**src/rtl/gp_pkg.sv**
```systemverilog
package gp_pkg;

  // ---------------------------------------------------------------
  // geometry
  // ---------------------------------------------------------------
  localparam int          PIN_COUNT   = 4;
  localparam int          ADDR_W      = 16;
  localparam int          DATA_W      = 8;

  // ---------------------------------------------------------------
  // register map
  // ---------------------------------------------------------------
  localparam logic [15:0] OFS_LATCH   = 16'h7f4c;
  localparam logic [15:0] OFS_INPUT   = 16'h7f4d;
  localparam logic [15:0] OFS_DIR     = 16'h7f4e;
  localparam logic [15:0] OFS_FSEL_A  = 16'h7f4f;
  localparam logic [15:0] OFS_FSEL_B  = 16'h7ff3;

  // ---------------------------------------------------------------
  // reset values and fill
  // ---------------------------------------------------------------
  localparam logic [3:0]  RST_FIELD   = 4'h0;
  localparam logic [3:0]  UPPER_FILL  = 4'h0;
  localparam logic [7:0]  UNMAP_DATA  = 8'h00;

  // ---------------------------------------------------------------
  // slow edge: SLOW_NS as SLOW_CYC cycles for the pacing count; slow_edge stands for as long as the pin is in slow mode
  // ---------------------------------------------------------------
  localparam int          CLK_HZ      = 40000000;
  localparam int          SLOW_NS     = 200;
  localparam int          SLOW_CYC    = (SLOW_NS * (CLK_HZ / 1000000) + 999) / 1000;
  localparam int          SLOW_W      = 4;

  // per-pin drive modes
  typedef enum logic [2:0] {
    GP_OPEN,
    GP_PULLUP,
    GP_DRIVE,
    GP_SLOW,
    GP_OD
  } gp_mode_t;

endpackage : gp_pkg

```
**src/rtl/gp_pin.sv**
```systemverilog
`timescale 1ns/1ps
// one pin: mode decode, slow-edge pacing, input path
module gp_pin (
  input  wire logic ref_clk,
  input  wire logic sys_rst,
  input  wire logic hold_en,
  input  wire logic fsel_a,
  input  wire logic fsel_b,
  input  wire logic latch,
  input  wire logic dir,
  input  wire logic pin_sync,
  output logic      pin_out,
  output logic      pin_oe_n,
  output logic      pull_up,
  output logic      slow_edge,
  output logic      in_level
);

  logic                         drv_lvl;
  logic                         drv_en;
  logic                         inv;
  gp_pkg::gp_mode_t             mode;
  logic                         lvl_q;
  logic [gp_pkg::SLOW_W-1:0]    slow_cnt_q;

  localparam int SLOW_W = gp_pkg::SLOW_W;

  // ---------------------------------------------------------------
  // mode decode
  // ---------------------------------------------------------------
  always_comb begin
    drv_lvl = 1'b0;
    drv_en  = 1'b0;
    inv     = 1'b0;
    mode    = gp_pkg::GP_OPEN;
    if (fsel_b && !dir) begin
      drv_lvl = latch;
      drv_en  = 1'b1;
      mode    = gp_pkg::GP_SLOW;
    end else if (!fsel_a && !fsel_b) begin
      if (dir) begin
        drv_lvl = latch;
        drv_en  = 1'b1;
        mode    = gp_pkg::GP_DRIVE;
      end else if (latch) begin
        mode    = gp_pkg::GP_PULLUP;
      end
    end else if (!fsel_a && fsel_b) begin
      inv     = latch;
      drv_en  = !latch;
      mode    = gp_pkg::GP_OD;
    end else if (fsel_a && !fsel_b && !dir) begin
      drv_en  = 1'b1;
      inv     = latch;
      mode    = gp_pkg::GP_DRIVE;
    end else if (fsel_a && !fsel_b) begin
      drv_lvl = 1'b1;
      drv_en  = 1'b1;
      mode    = gp_pkg::GP_DRIVE;
    end
    // both function bits and dir set: open, no inversion
  end

  // ---------------------------------------------------------------
  // registered pin drive; frozen while in standby
  // ---------------------------------------------------------------
  always_ff @(posedge ref_clk) begin
    if (sys_rst) begin
      pin_out  <= 1'b0;
      pin_oe_n <= 1'b1;
      pull_up  <= 1'b0;
      lvl_q    <= 1'b0;
    end else if (!hold_en) begin
      pin_out  <= drv_lvl;
      pin_oe_n <= !drv_en;
      pull_up  <= (mode == gp_pkg::GP_PULLUP);
      lvl_q    <= drv_lvl;
    end
  end

  // slow mode: pacing count loads SLOW_CYC on a change and counts down; slow_edge itself follows the mode
  always_ff @(posedge ref_clk) begin
    if (sys_rst) begin
      slow_cnt_q <= '0;
    end else if (!hold_en) begin
      if (mode == gp_pkg::GP_SLOW && drv_lvl != lvl_q) begin
        slow_cnt_q <= SLOW_W'(gp_pkg::SLOW_CYC);
      end else if (slow_cnt_q != '0) begin
        slow_cnt_q <= slow_cnt_q - 1'b1;
      end
    end
  end

  always_ff @(posedge ref_clk) begin
    if (sys_rst) begin
      slow_edge <= 1'b0;
    end else if (!hold_en) begin
      slow_edge <= (mode == gp_pkg::GP_SLOW);
    end
  end

  // input path: complemented when inverted input is selected
  assign in_level = pin_sync ^ inv;

endmodule : gp_pin

```
**src/rtl/gp_port.sv**
```systemverilog
`timescale 1ns/1ps
// ---------------------------------------------------------------
// Summary of operation
// - with both selects clear, direction bit per pin enables drive
// - latch gives output level or pull-up request
// - select registers pick each pin's output mode
// - input register reads pin levels always
// - inverted input complements read and irq
// - every pin level feeds its irq line
// - all clear: float, or pull-up when latch 1
// - selects clear, dir set: push-pull latch level
// - select b, dir clear: slow-edge latch level
// - select b and dir: open drain, inverted when 1
// - select a, dir clear: low, latch 1 inverts
// - select a and dir: driven high
// - all set: float, input not inverted
// - standby keeps pin state as entered
// - upper bits read zero, low bits reset zero
// ---------------------------------------------------------------
module gp_port (
  input  wire logic        ref_clk,
  input  wire logic        sys_rst,
  input  wire logic [15:0] bus_addr,
  input  wire logic [7:0]  bus_wdata,
  input  wire logic        bus_wr,
  input  wire logic        bus_rd,
  output logic      [7:0]  bus_rdata,
  input  wire logic        halt_mode,
  input  wire logic        hold_mode,
  input  wire logic        standby_keep_osc_state,
  input  wire logic [3:0]  port_pins_in,
  output logic      [3:0]  port_pins_out,
  output logic      [3:0]  port_pins_oe_n,
  output logic      [3:0]  port_pins_pull_up,
  output logic      [3:0]  port_pins_slow_edge,
  output logic      [3:0]  external_irq_lines
);

  logic [3:0] pin_output_latch_q;
  logic [3:0] pin_direction_q;
  logic [3:0] pin_function_select_a_q;
  logic [3:0] pin_function_select_b_q;
  logic [3:0] meta_q;
  logic [3:0] sync_q;
  logic [3:0] level;
  logic       hold_en;

  // ---------------------------------------------------------------
  // standby freeze
  // ---------------------------------------------------------------
  assign hold_en = halt_mode | hold_mode | standby_keep_osc_state;

  // ---------------------------------------------------------------
  // control registers
  // ---------------------------------------------------------------
  always_ff @(posedge ref_clk) begin
    if (sys_rst) begin
      pin_output_latch_q <= gp_pkg::RST_FIELD;
    end else if (bus_wr && bus_addr == gp_pkg::OFS_LATCH) begin
      pin_output_latch_q <= bus_wdata[3:0];
    end
  end

  always_ff @(posedge ref_clk) begin
    if (sys_rst) begin
      pin_direction_q <= gp_pkg::RST_FIELD;
    end else if (bus_wr && bus_addr == gp_pkg::OFS_DIR) begin
      pin_direction_q <= bus_wdata[3:0];
    end
  end

  always_ff @(posedge ref_clk) begin
    if (sys_rst) begin
      pin_function_select_a_q <= gp_pkg::RST_FIELD;
    end else if (bus_wr && bus_addr == gp_pkg::OFS_FSEL_A) begin
      pin_function_select_a_q <= bus_wdata[3:0];
    end
  end

  always_ff @(posedge ref_clk) begin
    if (sys_rst) begin
      pin_function_select_b_q <= gp_pkg::RST_FIELD;
    end else if (bus_wr && bus_addr == gp_pkg::OFS_FSEL_B) begin
      pin_function_select_b_q <= bus_wdata[3:0];
    end
  end

  // ---------------------------------------------------------------
  // pin synchroniser; first stage read only by the second
  // ---------------------------------------------------------------
  always_ff @(posedge ref_clk) begin
    if (sys_rst) begin
      meta_q <= 4'h0;
      sync_q <= 4'h0;
    end else begin
      meta_q <= port_pins_in;
      sync_q <= meta_q;
    end
  end

  // ---------------------------------------------------------------
  // pins
  // ---------------------------------------------------------------
  for (genvar i = 0; i < gp_pkg::PIN_COUNT; i++) begin : g_pin
    gp_pin u_pin (
      .ref_clk   (ref_clk),
      .sys_rst   (sys_rst),
      .hold_en   (hold_en),
      .fsel_a    (pin_function_select_a_q[i]),
      .fsel_b    (pin_function_select_b_q[i]),
      .latch     (pin_output_latch_q[i]),
      .dir       (pin_direction_q[i]),
      .pin_sync  (sync_q[i]),
      .pin_out   (port_pins_out[i]),
      .pin_oe_n  (port_pins_oe_n[i]),
      .pull_up   (port_pins_pull_up[i]),
      .slow_edge (port_pins_slow_edge[i]),
      .in_level  (level[i])
    );
  end

  // irq lines follow the input level, complemented where inverted input is selected, registered for a clean data output
  always_ff @(posedge ref_clk) begin
    if (sys_rst) begin
      external_irq_lines <= 4'h0;
    end else begin
      external_irq_lines <= level;
    end
  end

  // ---------------------------------------------------------------
  // read port: data in the cycle after the strobe
  // ---------------------------------------------------------------
  always_ff @(posedge ref_clk) begin
    if (sys_rst) begin
      bus_rdata <= gp_pkg::UNMAP_DATA;
    end else if (bus_rd) begin
      if (bus_addr == gp_pkg::OFS_LATCH) begin
        bus_rdata <= {gp_pkg::UPPER_FILL, pin_output_latch_q};
      end else if (bus_addr == gp_pkg::OFS_INPUT) begin
        bus_rdata <= {gp_pkg::UPPER_FILL, level};
      end else if (bus_addr == gp_pkg::OFS_DIR) begin
        bus_rdata <= {gp_pkg::UPPER_FILL, pin_direction_q};
      end else if (bus_addr == gp_pkg::OFS_FSEL_A) begin
        bus_rdata <= {gp_pkg::UPPER_FILL, pin_function_select_a_q};
      end else if (bus_addr == gp_pkg::OFS_FSEL_B) begin
        bus_rdata <= {gp_pkg::UPPER_FILL, pin_function_select_b_q};
      end else begin
        bus_rdata <= gp_pkg::UNMAP_DATA;
      end
    end else begin
      bus_rdata <= gp_pkg::UNMAP_DATA;
    end
  end

endmodule : gp_port

```
**config.mk**
```make
export PLATFORM = sky130hd
export DESIGN_NAME = gp_port
export DESIGN_NICKNAME = d
export VERILOG_FILES = /design/src/rtl/gp_pkg.sv /design/src/rtl/gp_pin.sv /design/src/rtl/gp_port.sv
export SDC_FILE = /design/constraint.sdc
export NUM_CORES = 1
export LEC_CHECK = 0
export ABC_AREA = 0
export BUFFER_PORTS_ARGS = -buffer_cell sky130_fd_sc_hd__buf_2
export CORE_MARGIN = 5
export CORE_UTILIZATION = 35
export CTS_CLUSTER_DIAMETER = 120
export DETAILED_ROUTE_END_ITERATION = 8
export GPL_ROUTABILITY_DRIVEN = 0
export PLACE_DENSITY = 0.62
export REMOVE_ABC_BUFFERS = 1
export SETUP_SLACK_MARGIN = 0.5
export SYNTH_ARGS = -nofsm -noshare
export SYNTH_HDL_FRONTEND = slang
export SYNTH_SLANG_ARGS = --single-unit
```
**constraint.sdc**
```tcl
create_clock -name ref_clk -period 3.6 [get_ports ref_clk]
set_input_delay 0.36 -clock ref_clk [delete_from_list [all_inputs] [get_ports ref_clk]]
set_output_delay 0.36 -clock ref_clk [all_outputs]
set_load 0.02 [all_outputs]
```
==> insert_results.sql, run 1 <==
INSERT INTO impl_metrics (metric_group, metric, value, unit) VALUES
('timing', 'final-hold-violation-count', '0', ''),
('grt', 'globalRouteTotalUtil', '12.8', '%'),
('critical_path', 'crit_fanout', '7', ''),
('clock_network', 'worst_skew_pair.late_latency', '0.30', 'ns'),
('clock_network', 'clkSlewWorstSetupHoldPaths', '0.08', 'ns'),
('drt', 'post_drt_via_cell_ratio', '5.00', ''),
('timing', 'finalSetupTns', '0', 'ns'),
('placement', 'dpl_worst_slack', '0.979', 'ns'),
('timing', 'worstMarginPinSlew', '0.961', 'ns'),
('die', 'fp-row-count', '29', ''),
('synthesis', 'synth_top_cell_area_share', '42.7', '%'),
('drt', 'drt-wirelength-per-cell', '14.0', 'um'),
('synthesis', 'synthArstFlopShare', '0', '%'),
('clock_network', 'post_cts_resize_count', '0', ''),
('synthesis', 'edff_count_synth', '0', ''),
('synthesis', 'syn_avg_cell_area', '8.82', 'um2'),
('layout', 'post_route_cells_drive_above_1_share', '24.6', '%'),
('die', 'fp.dieW', '90.2', 'um'),
('clock_network', 'numCtsBuffers', '5', ''),
('outcome', 'run_status', 'completed', ''),
('worst_hold_path', 'hold_path_startpoint', 'port_pins_in[3]', ''),
('grt', 'maximum_number_of_pins_on_one_net_before_global_route_repair', '46', ''),
('critical_path', 'cpMaxStageDelayCell', 'nor4_1', ''),
('drt', 'remaining_antenna_violation_count_after_routing', '0', ''),
('synthesis', 'yosysUniqueCellTypes', '36', ''),
('timing', 'timing_max_transition_violations_final', '0', ''),
('timing', 'timing.fmax', '0.421', 'GHz'),
('drt', 'final_routed_wirelength_across_all_metal_layers', '5080', 'um'),
('die', 'initial_standard_cell_utilization_of_the_core', '35.6', '%'),
('drt', 'number_of_vias_after_detailed_routing', '1811', ''),
('pwr', 'power.leakage', '1.06', 'nW'),
('pwr', 'p_per_area', '375', 'nW/um2'),
('die', 'die_area', '8130', 'um2'),
('placement', 'place.detailed.hpwl', '3550', 'um'),
('worst_hold_path', 'worstHoldEndpoint', 'meta_q[3]$_SDFF_PP0_', ''),
('critical_path', 'worst_setup_path_startpoint', 'bus_addr[4]', ''),
('clock_network', 'postCtsHoldBufs', '0', ''),
('synthesis', 'synth_most_common_cell', 'dfxtp_1', ''),
('critical_path', 'critPathKind', 'in -> reg', ''),
('critical_path', 'reg2reg_depth', '4', ''),
('grt', 'antenna_found_initial', '0', ''),
('synthesis', 'yosysTopAreaCell', 'dfxtp_1', ''),
('drt', 'dr.first_iter.drc_count', '112', ''),
('timing', 'clock_skew', '0.00377', 'ns'),
('synthesis', 'yosysSeqAreaShare', '42.7', '%'),
('synthesis', 'synth_top_cells_by_count', '48 x dfxtp_1, 29 x nor2_1, 20 x buf_4, 18 x nand2_1, 18 x o21ai_0', ''),
('synthesis', 'synth_flop_cell', 'dfxtp_1', ''),
('clock_network', 'maximum_root_to_sink_buffer_count', '2', ''),
('clock_network', 'tritoncts_clock_tree', 'yes', ''),
('synthesis', 'synth.area.top_cells', 'dfxtp_1 43%, mux2i_1 7.1%, buf_4 6.7%', ''),
('critical_path', 'cp.arrival', '2.62', 'ns'),
('layout', 'area_growth_syn_to_layout', '11.7', '%'),
('run', 'max-cap-violations', '0', ''),
('timing', 'timing.slew.headroom', '35.4', '%'),
('worst_hold_path', 'hold_path_depth', '2', ''),
('critical_path', 'regToRegSetupSlack', '2.19', 'ns'),
('critical_path', 'cp_data_required_time', '3.84', 'ns'),
('pwr', 'total_power', '0.942', 'mW'),
('timing', 'report.final.setup_viol', '0', ''),
('drt', 'route.detailed.drc', '0', ''),
('synthesis', 'number_of_warnings_reported_in_the_yosys_synthesis_log', '0', ''),
('synthesis', 'syn-instance-count', '255', ''),
('die', 'coreArea', '6310', 'um2'),
('clock_network', 'cts_root_buffer', 'clkbuf_8', ''),
('drt', 'drt-pass1-iter-count', '4', ''),
('placement', 'port_buffers', '54', ''),
('die', 'die_h', '90.2', 'um'),
('critical_path', 'path_cells', 'buf_2 > or4b_4 > nor4_4 > inv_2 > nor4_1 > a221o_2', ''),
('critical_path', 'regToRegEndpoint', 'bus_rdata[2]$_SDFF_PP0_', ''),
('layout', 'layout.nets', '319', ''),
('grt', 'overflow', '0', '');
-- how the worst max path moves through the flow --
stage,to,slack (ns)
floorplan,bus_rdata[0]$_SDFF_PP0_,1.58
global placement,bus_rdata[2]$_SDFF_PP0_,1.01
detailed placement,bus_rdata[2]$_SDFF_PP0_,0.98
CTS,bus_rdata[2]$_SDFF_PP0_,1.29
global route,bus_rdata[0]$_SDFF_PP0_,1.06
finish,bus_rdata[0]$_SDFF_PP0_,1.22
-- worst max-delay path, delay by kind of cell --
kind	cells	cell delay, ns
simple gates	3	1.80
compound gates	1	0.28
buf+inv	2	0.17
-- report_power, final --
group | internal (mW) | total [mW] | switching, mW
combinational | 0.0271 | 0.0719 | 0.0447
clock | 0.157 | 0.327 | 0.170
sequential | 0.540 | 0.543 | 0.00348
total | 0.724 | 0.942 | 0.218
-- metal layers --
metal | vias up | global-route usage, % | part of all wire, %
li1 | 934 | - | -
met1 | 811 | 16.9 | 47
met2 | 60 | 18.8 | 42
met3 | 6 | 5.51 | 9.5
met4 | 0 | 3.72 | 1.2
met5 | - | 0 | 0
-- placed cells by master, fill, tap and decap left out, types with 2 or more instances in the layout --
cell type / Yosys / layout
nand3b_1: 6 / 6
nor4_1: 4 / 4
clkbuf_8: 0 / 6
and3b_1: 2 / 2
nor3b_1: 4 / 4
o211ai_1: 4 / 4
a31oi_1: 2 / 2
nor3_1: 4 / 4
xnor2_1: 4 / 4
nand4b_1: 3 / 3
conb_1: 1 / 4
buf_2: 0 / 54
dfxtp_1: 48 / 48
o21ai_0: 18 / 18
mux2i_1: 16 / 16
or3_1: 3 / 3
a211o_1: 4 / 4
a211oi_1: 3 / 3
a221o_2: 4 / 4
inv_1: 2 / 2
a221oi_1: 4 / 4
nor2_1: 29 / 29
a21oi_1: 9 / 9
nor2b_1: 12 / 12
nand3_1: 4 / 4
nand2_1: 18 / 18
nand4_1: 3 / 3
clkbuf_1: 15 / 2
-- cell type report --
class	count	area, um2
Fill cell	683	3800
Multi-Input combinational cell	171	1080
Sequential cell	48	961
Clock buffer	8	90.1
Inverter	3	11.3
Tap cell	77	96.3
Timing Repair Buffer	55	278
-- metrics by stage --
step	area, um2	utilization [%]	std cells
CTS	2510	39.8	362
finish	2510	39.8	362
floorplan	2050	-	222
detailed placement	2420	38.4	354
global route	2510	39.8	362
global placement	2420	38.4	354
-- logic make-up after synthesis --
family                 Yosys count  synth area share [%]
XOR/XNOR                         4                  1.56
other                            1                 0.167
flip-flops                      48                  42.7
AND/OR/NAND/NOR                 99                  24.5
multiplexers                    16                  7.12
AO/OA/AOI/OAI                   48                  14.0
buffers and inverters           39                  9.90
-- sequential cells by signal, indices dropped and copies added (netlist names) --
name and cells:
bus_rdata 4, external_irq_lines 4, g_pin.u_pin.pin_oe_n 4, g_pin.u_pin.pin_out 4, g_pin.u_pin.pull_up 4, g_pin.u_pin.slow_edge 4, meta_q 4, pin_direction_q 4
pin_function_select_a_q 4, pin_function_select_b_q 4, pin_output_latch_q 4, sync_q 4
Power figures use the tool's default switching activity.
==> inputs of run 2 (changes only) <==
Clock period 3.6 ns to 2.3 ns, I/O delays scaled along.
==> run 2 against run 1 <==
Core utilization up 1.3 points. Combinational power is 60% higher. Non-clock buffer count is 9 higher. Worst setup slack got worse by 0.66 ns. Via count increased by 4.6%.
==> insert_results.sql, run 2 (same netlist as run 1, synthesis figures left out) <==
INSERT INTO impl_metrics (metric_group, metric, value, unit) VALUES
('outcome', 'run_status', 'completed', ''),
('critical_path', 'cp_data_required_time', '2.48', 'ns'),
('drt', 'post_drt_via_cell_ratio', '5.11', ''),
('timing', 'fin_ws', '0.566', 'ns'),
('clock_network', 'worst_skew_pair.late_latency', '0.30', 'ns'),
('drt', 'number_of_vias_after_detailed_routing', '1894', ''),
('clock_network', 'postCtsHoldBufs', '0', ''),
('layout', 'most_common_library_cell_in_the_layout_ignoring_fill_and_taps', 'buf_2', ''),
('clock_network', 'maximum_root_to_sink_buffer_count', '2', ''),
('die', 'die_h', '90.2', 'um'),
('pwr', 'worst_ir_drop_on_vdd', '205', 'uV'),
('critical_path', 'endpoint_kind', 'register', ''),
('die', 'fp.dieW', '90.2', 'um'),
('die', 'die_area', '8130', 'um2'),
('critical_path', 'cpMaxStageDelayCell', 'or4b_4', ''),
('timing', 'rsz0062_at_grt', 'no', ''),
('clock_network', 'cts.sink_count', '48', ''),
('timing', 'timing.fmax', '0.577', 'GHz'),
('grt', 'antenna_found_initial', '0', ''),
('layout', 'most_used_cells_in_the_layout_excluding_fill_and_tap_cells', '54 x buf_2, 48 x dfxtp_1, 29 x nor2_1', ''),
('critical_path', 'cp.arrival', '1.91', 'ns'),
('drt', 'remaining_antenna_violation_count_after_routing', '0', ''),
('grt', 'maximum_number_of_pins_on_one_net_before_global_route_repair', '45', ''),
('run', 'max-cap-violations', '0', ''),
('placement', 'post_dp_cell_area', '2480', 'um2'),
('clock_network', 'tritoncts_clock_tree', 'yes', ''),
('die', 'initial_standard_cell_utilization_of_the_core', '35.6', '%'),
('drt', 'route.detailed.drc', '0', ''),
('layout', 'area_growth_syn_to_layout', '15.4', '%'),
('layout', 'antenna_cells_inserted', '0', ''),
('timing', 'report.final.setup_viol', '0', ''),
('drt', 'drt-wirelength-per-cell', '13.9', 'um'),
('timing', 'clock_skew', '0.00729', 'ns'),
('timing', 'timing.slew.headroom', '57.5', '%'),
('layout', 'layout.cell_area.non_filler', '2600', 'um2'),
('clock_network', 'numCtsBuffers', '5', ''),
('timing', 'portion_of_the_clock_cycle_consumed_by_the_worst_path_in_the_final_layout', '75.4', '%'),
('clock_network', 'cts_root_buffer', 'clkbuf_8', ''),
('drt', 'dr.first_iter.drc_count', '124', ''),
('clock_network', 'h-tree-depth', '2', ''),
('layout', 'finish.utilization', '41.1', '%'),
('placement', 'place.detailed.hpwl', '3630', 'um'),
('pwr', 'p_per_area', '569', 'nW/um2'),
('critical_path', 'crit_path_max_incr_delay', '0.57', 'ns'),
('timing', 'timing_max_transition_violations_final', '0', ''),
('placement', 'port_buffers', '54', ''),
('layout', 'post_route_cells_drive_above_1_share', '28.2', '%'),
('critical_path', 'critPathKind', 'in -> reg', ''),
('die', 'fp-row-count', '29', ''),
('grt', 'overflow', '0', ''),
('die', 'coreArea', '6310', 'um2'),
('timing', 'final-hold-violation-count', '0', ''),
('grt', 'globalRouteTotalUtil', '12.7', '%'),
('worst_hold_path', 'worstHoldPathType', 'in -> reg', ''),
('drt', 'drt-pass1-iter-count', '4', ''),
('timing', 'layout_min_cycle_time', '1.73', 'ns'),
('timing', 'finalSetupTns', '0', 'ns'),
('clock_network', 'clkSlewWorstSetupHoldPaths', '0.08', 'ns'),
('layout', 'layout.nets', '328', ''),
('grt', 'first_global_vias', '1832', ''),
('grt', 'grt_pass1_wl', '8580', 'um'),
('timing', 'worstMarginPinSlew', '0.638', 'ns'),
('drt', 'final_routed_wirelength_across_all_metal_layers', '5160', 'um'),
('critical_path', 'path_cells', 'buf_2 > or4b_4 > nor4_4 > buf_4 > nand4_1 > mux2i_1 > nor2_1', ''),
('placement', 'dpl_worst_slack', '0.155', 'ns'),
('die', 'io_pins', '63', ''),
('critical_path', 'crit_fanout', '6', ''),
('pwr', 'power.leakage', '1.12', 'nW'),
('critical_path', 'cp-start-kind', 'primary input', '');
## run 2: cell types whose count changed in the layout (fill, tap and decap cells not counted), sizes merged
cell and change:
clkbuf -2, buf +9, clkinv +2
## run 2: final cells by class
class	instances	area [um2]
Clock inverter	2	10.0
Inverter	3	11.3
Multi-Input combinational cell	171	1090
Sequential cell	48	961
Tap cell	77	96.3
Fill cell	674	3720
Clock buffer	6	82.6
Timing Repair Buffer	64	345
## run 2: path summary, 6_finish.rpt
path | start | endpoint | slack [ns] | cells after the start
hold reg to reg | meta_q[1]$_SDFF_PP0_ | sync_q[1]$_SDFF_PP0_ | 0.44 | 1
setup / recovery | bus_addr[4] | pin_direction_q[3]$_SDFFE_PP0P_ | 0.57 | 7
hold / removal | port_pins_in[1] | meta_q[1]$_SDFF_PP0_ | 0.14 | 2
setup reg to reg | pin_direction_q[3]$_SDFFE_PP0P_ | bus_rdata[3]$_SDFF_PP0_ | 0.87 | 5
## run 2: power breakdown
| part | internal [mW] | total [mW] | switching [mW] |
|---|---|---|---|
| combinational | 0.0436 | 0.115 | 0.0714 |
| sequential | 0.845 | 0.850 | 0.00519 |
| clock | 0.240 | 0.511 | 0.271 |
## run 2: metrics by stage
step           total power, mW  std cells  hold WS (ns)
2_1_floorplan            0.919        222         0.299
3_3_place_gp             0.983        361         0.420
3_5_place_dp             0.986        361         0.427
4_1_cts                   1.51        369         0.124
5_1_grt                   1.55        371         0.139
6_report                  1.48        371         0.136
## run 2: routing by layer
metal | track usage, % | vias to the layer above | share of wire (%)
met1 | 15.7 | 872 | 45
met3 | 5.26 | 6 | 9.1
met5 | 0 | - | 0
li1 | - | 957 | -
met2 | 19.9 | 59 | 45
met4 | 4.09 | 0 | 1.2
## run 2: worst max-delay path: cells and delay by family
family	cells	cell delay, ns
and+or+nand+nor	4	1.14
muxes	1	0.25
buffers and inverters	2	0.28
## run 2: timing repair
action | CTS | global route
endpoints found under the setup margin | 9 | 8
resized for setup | 0 | 2
pin swaps | 1 | 1
setup buffers | 0 | 2
cloned | 0 | 0
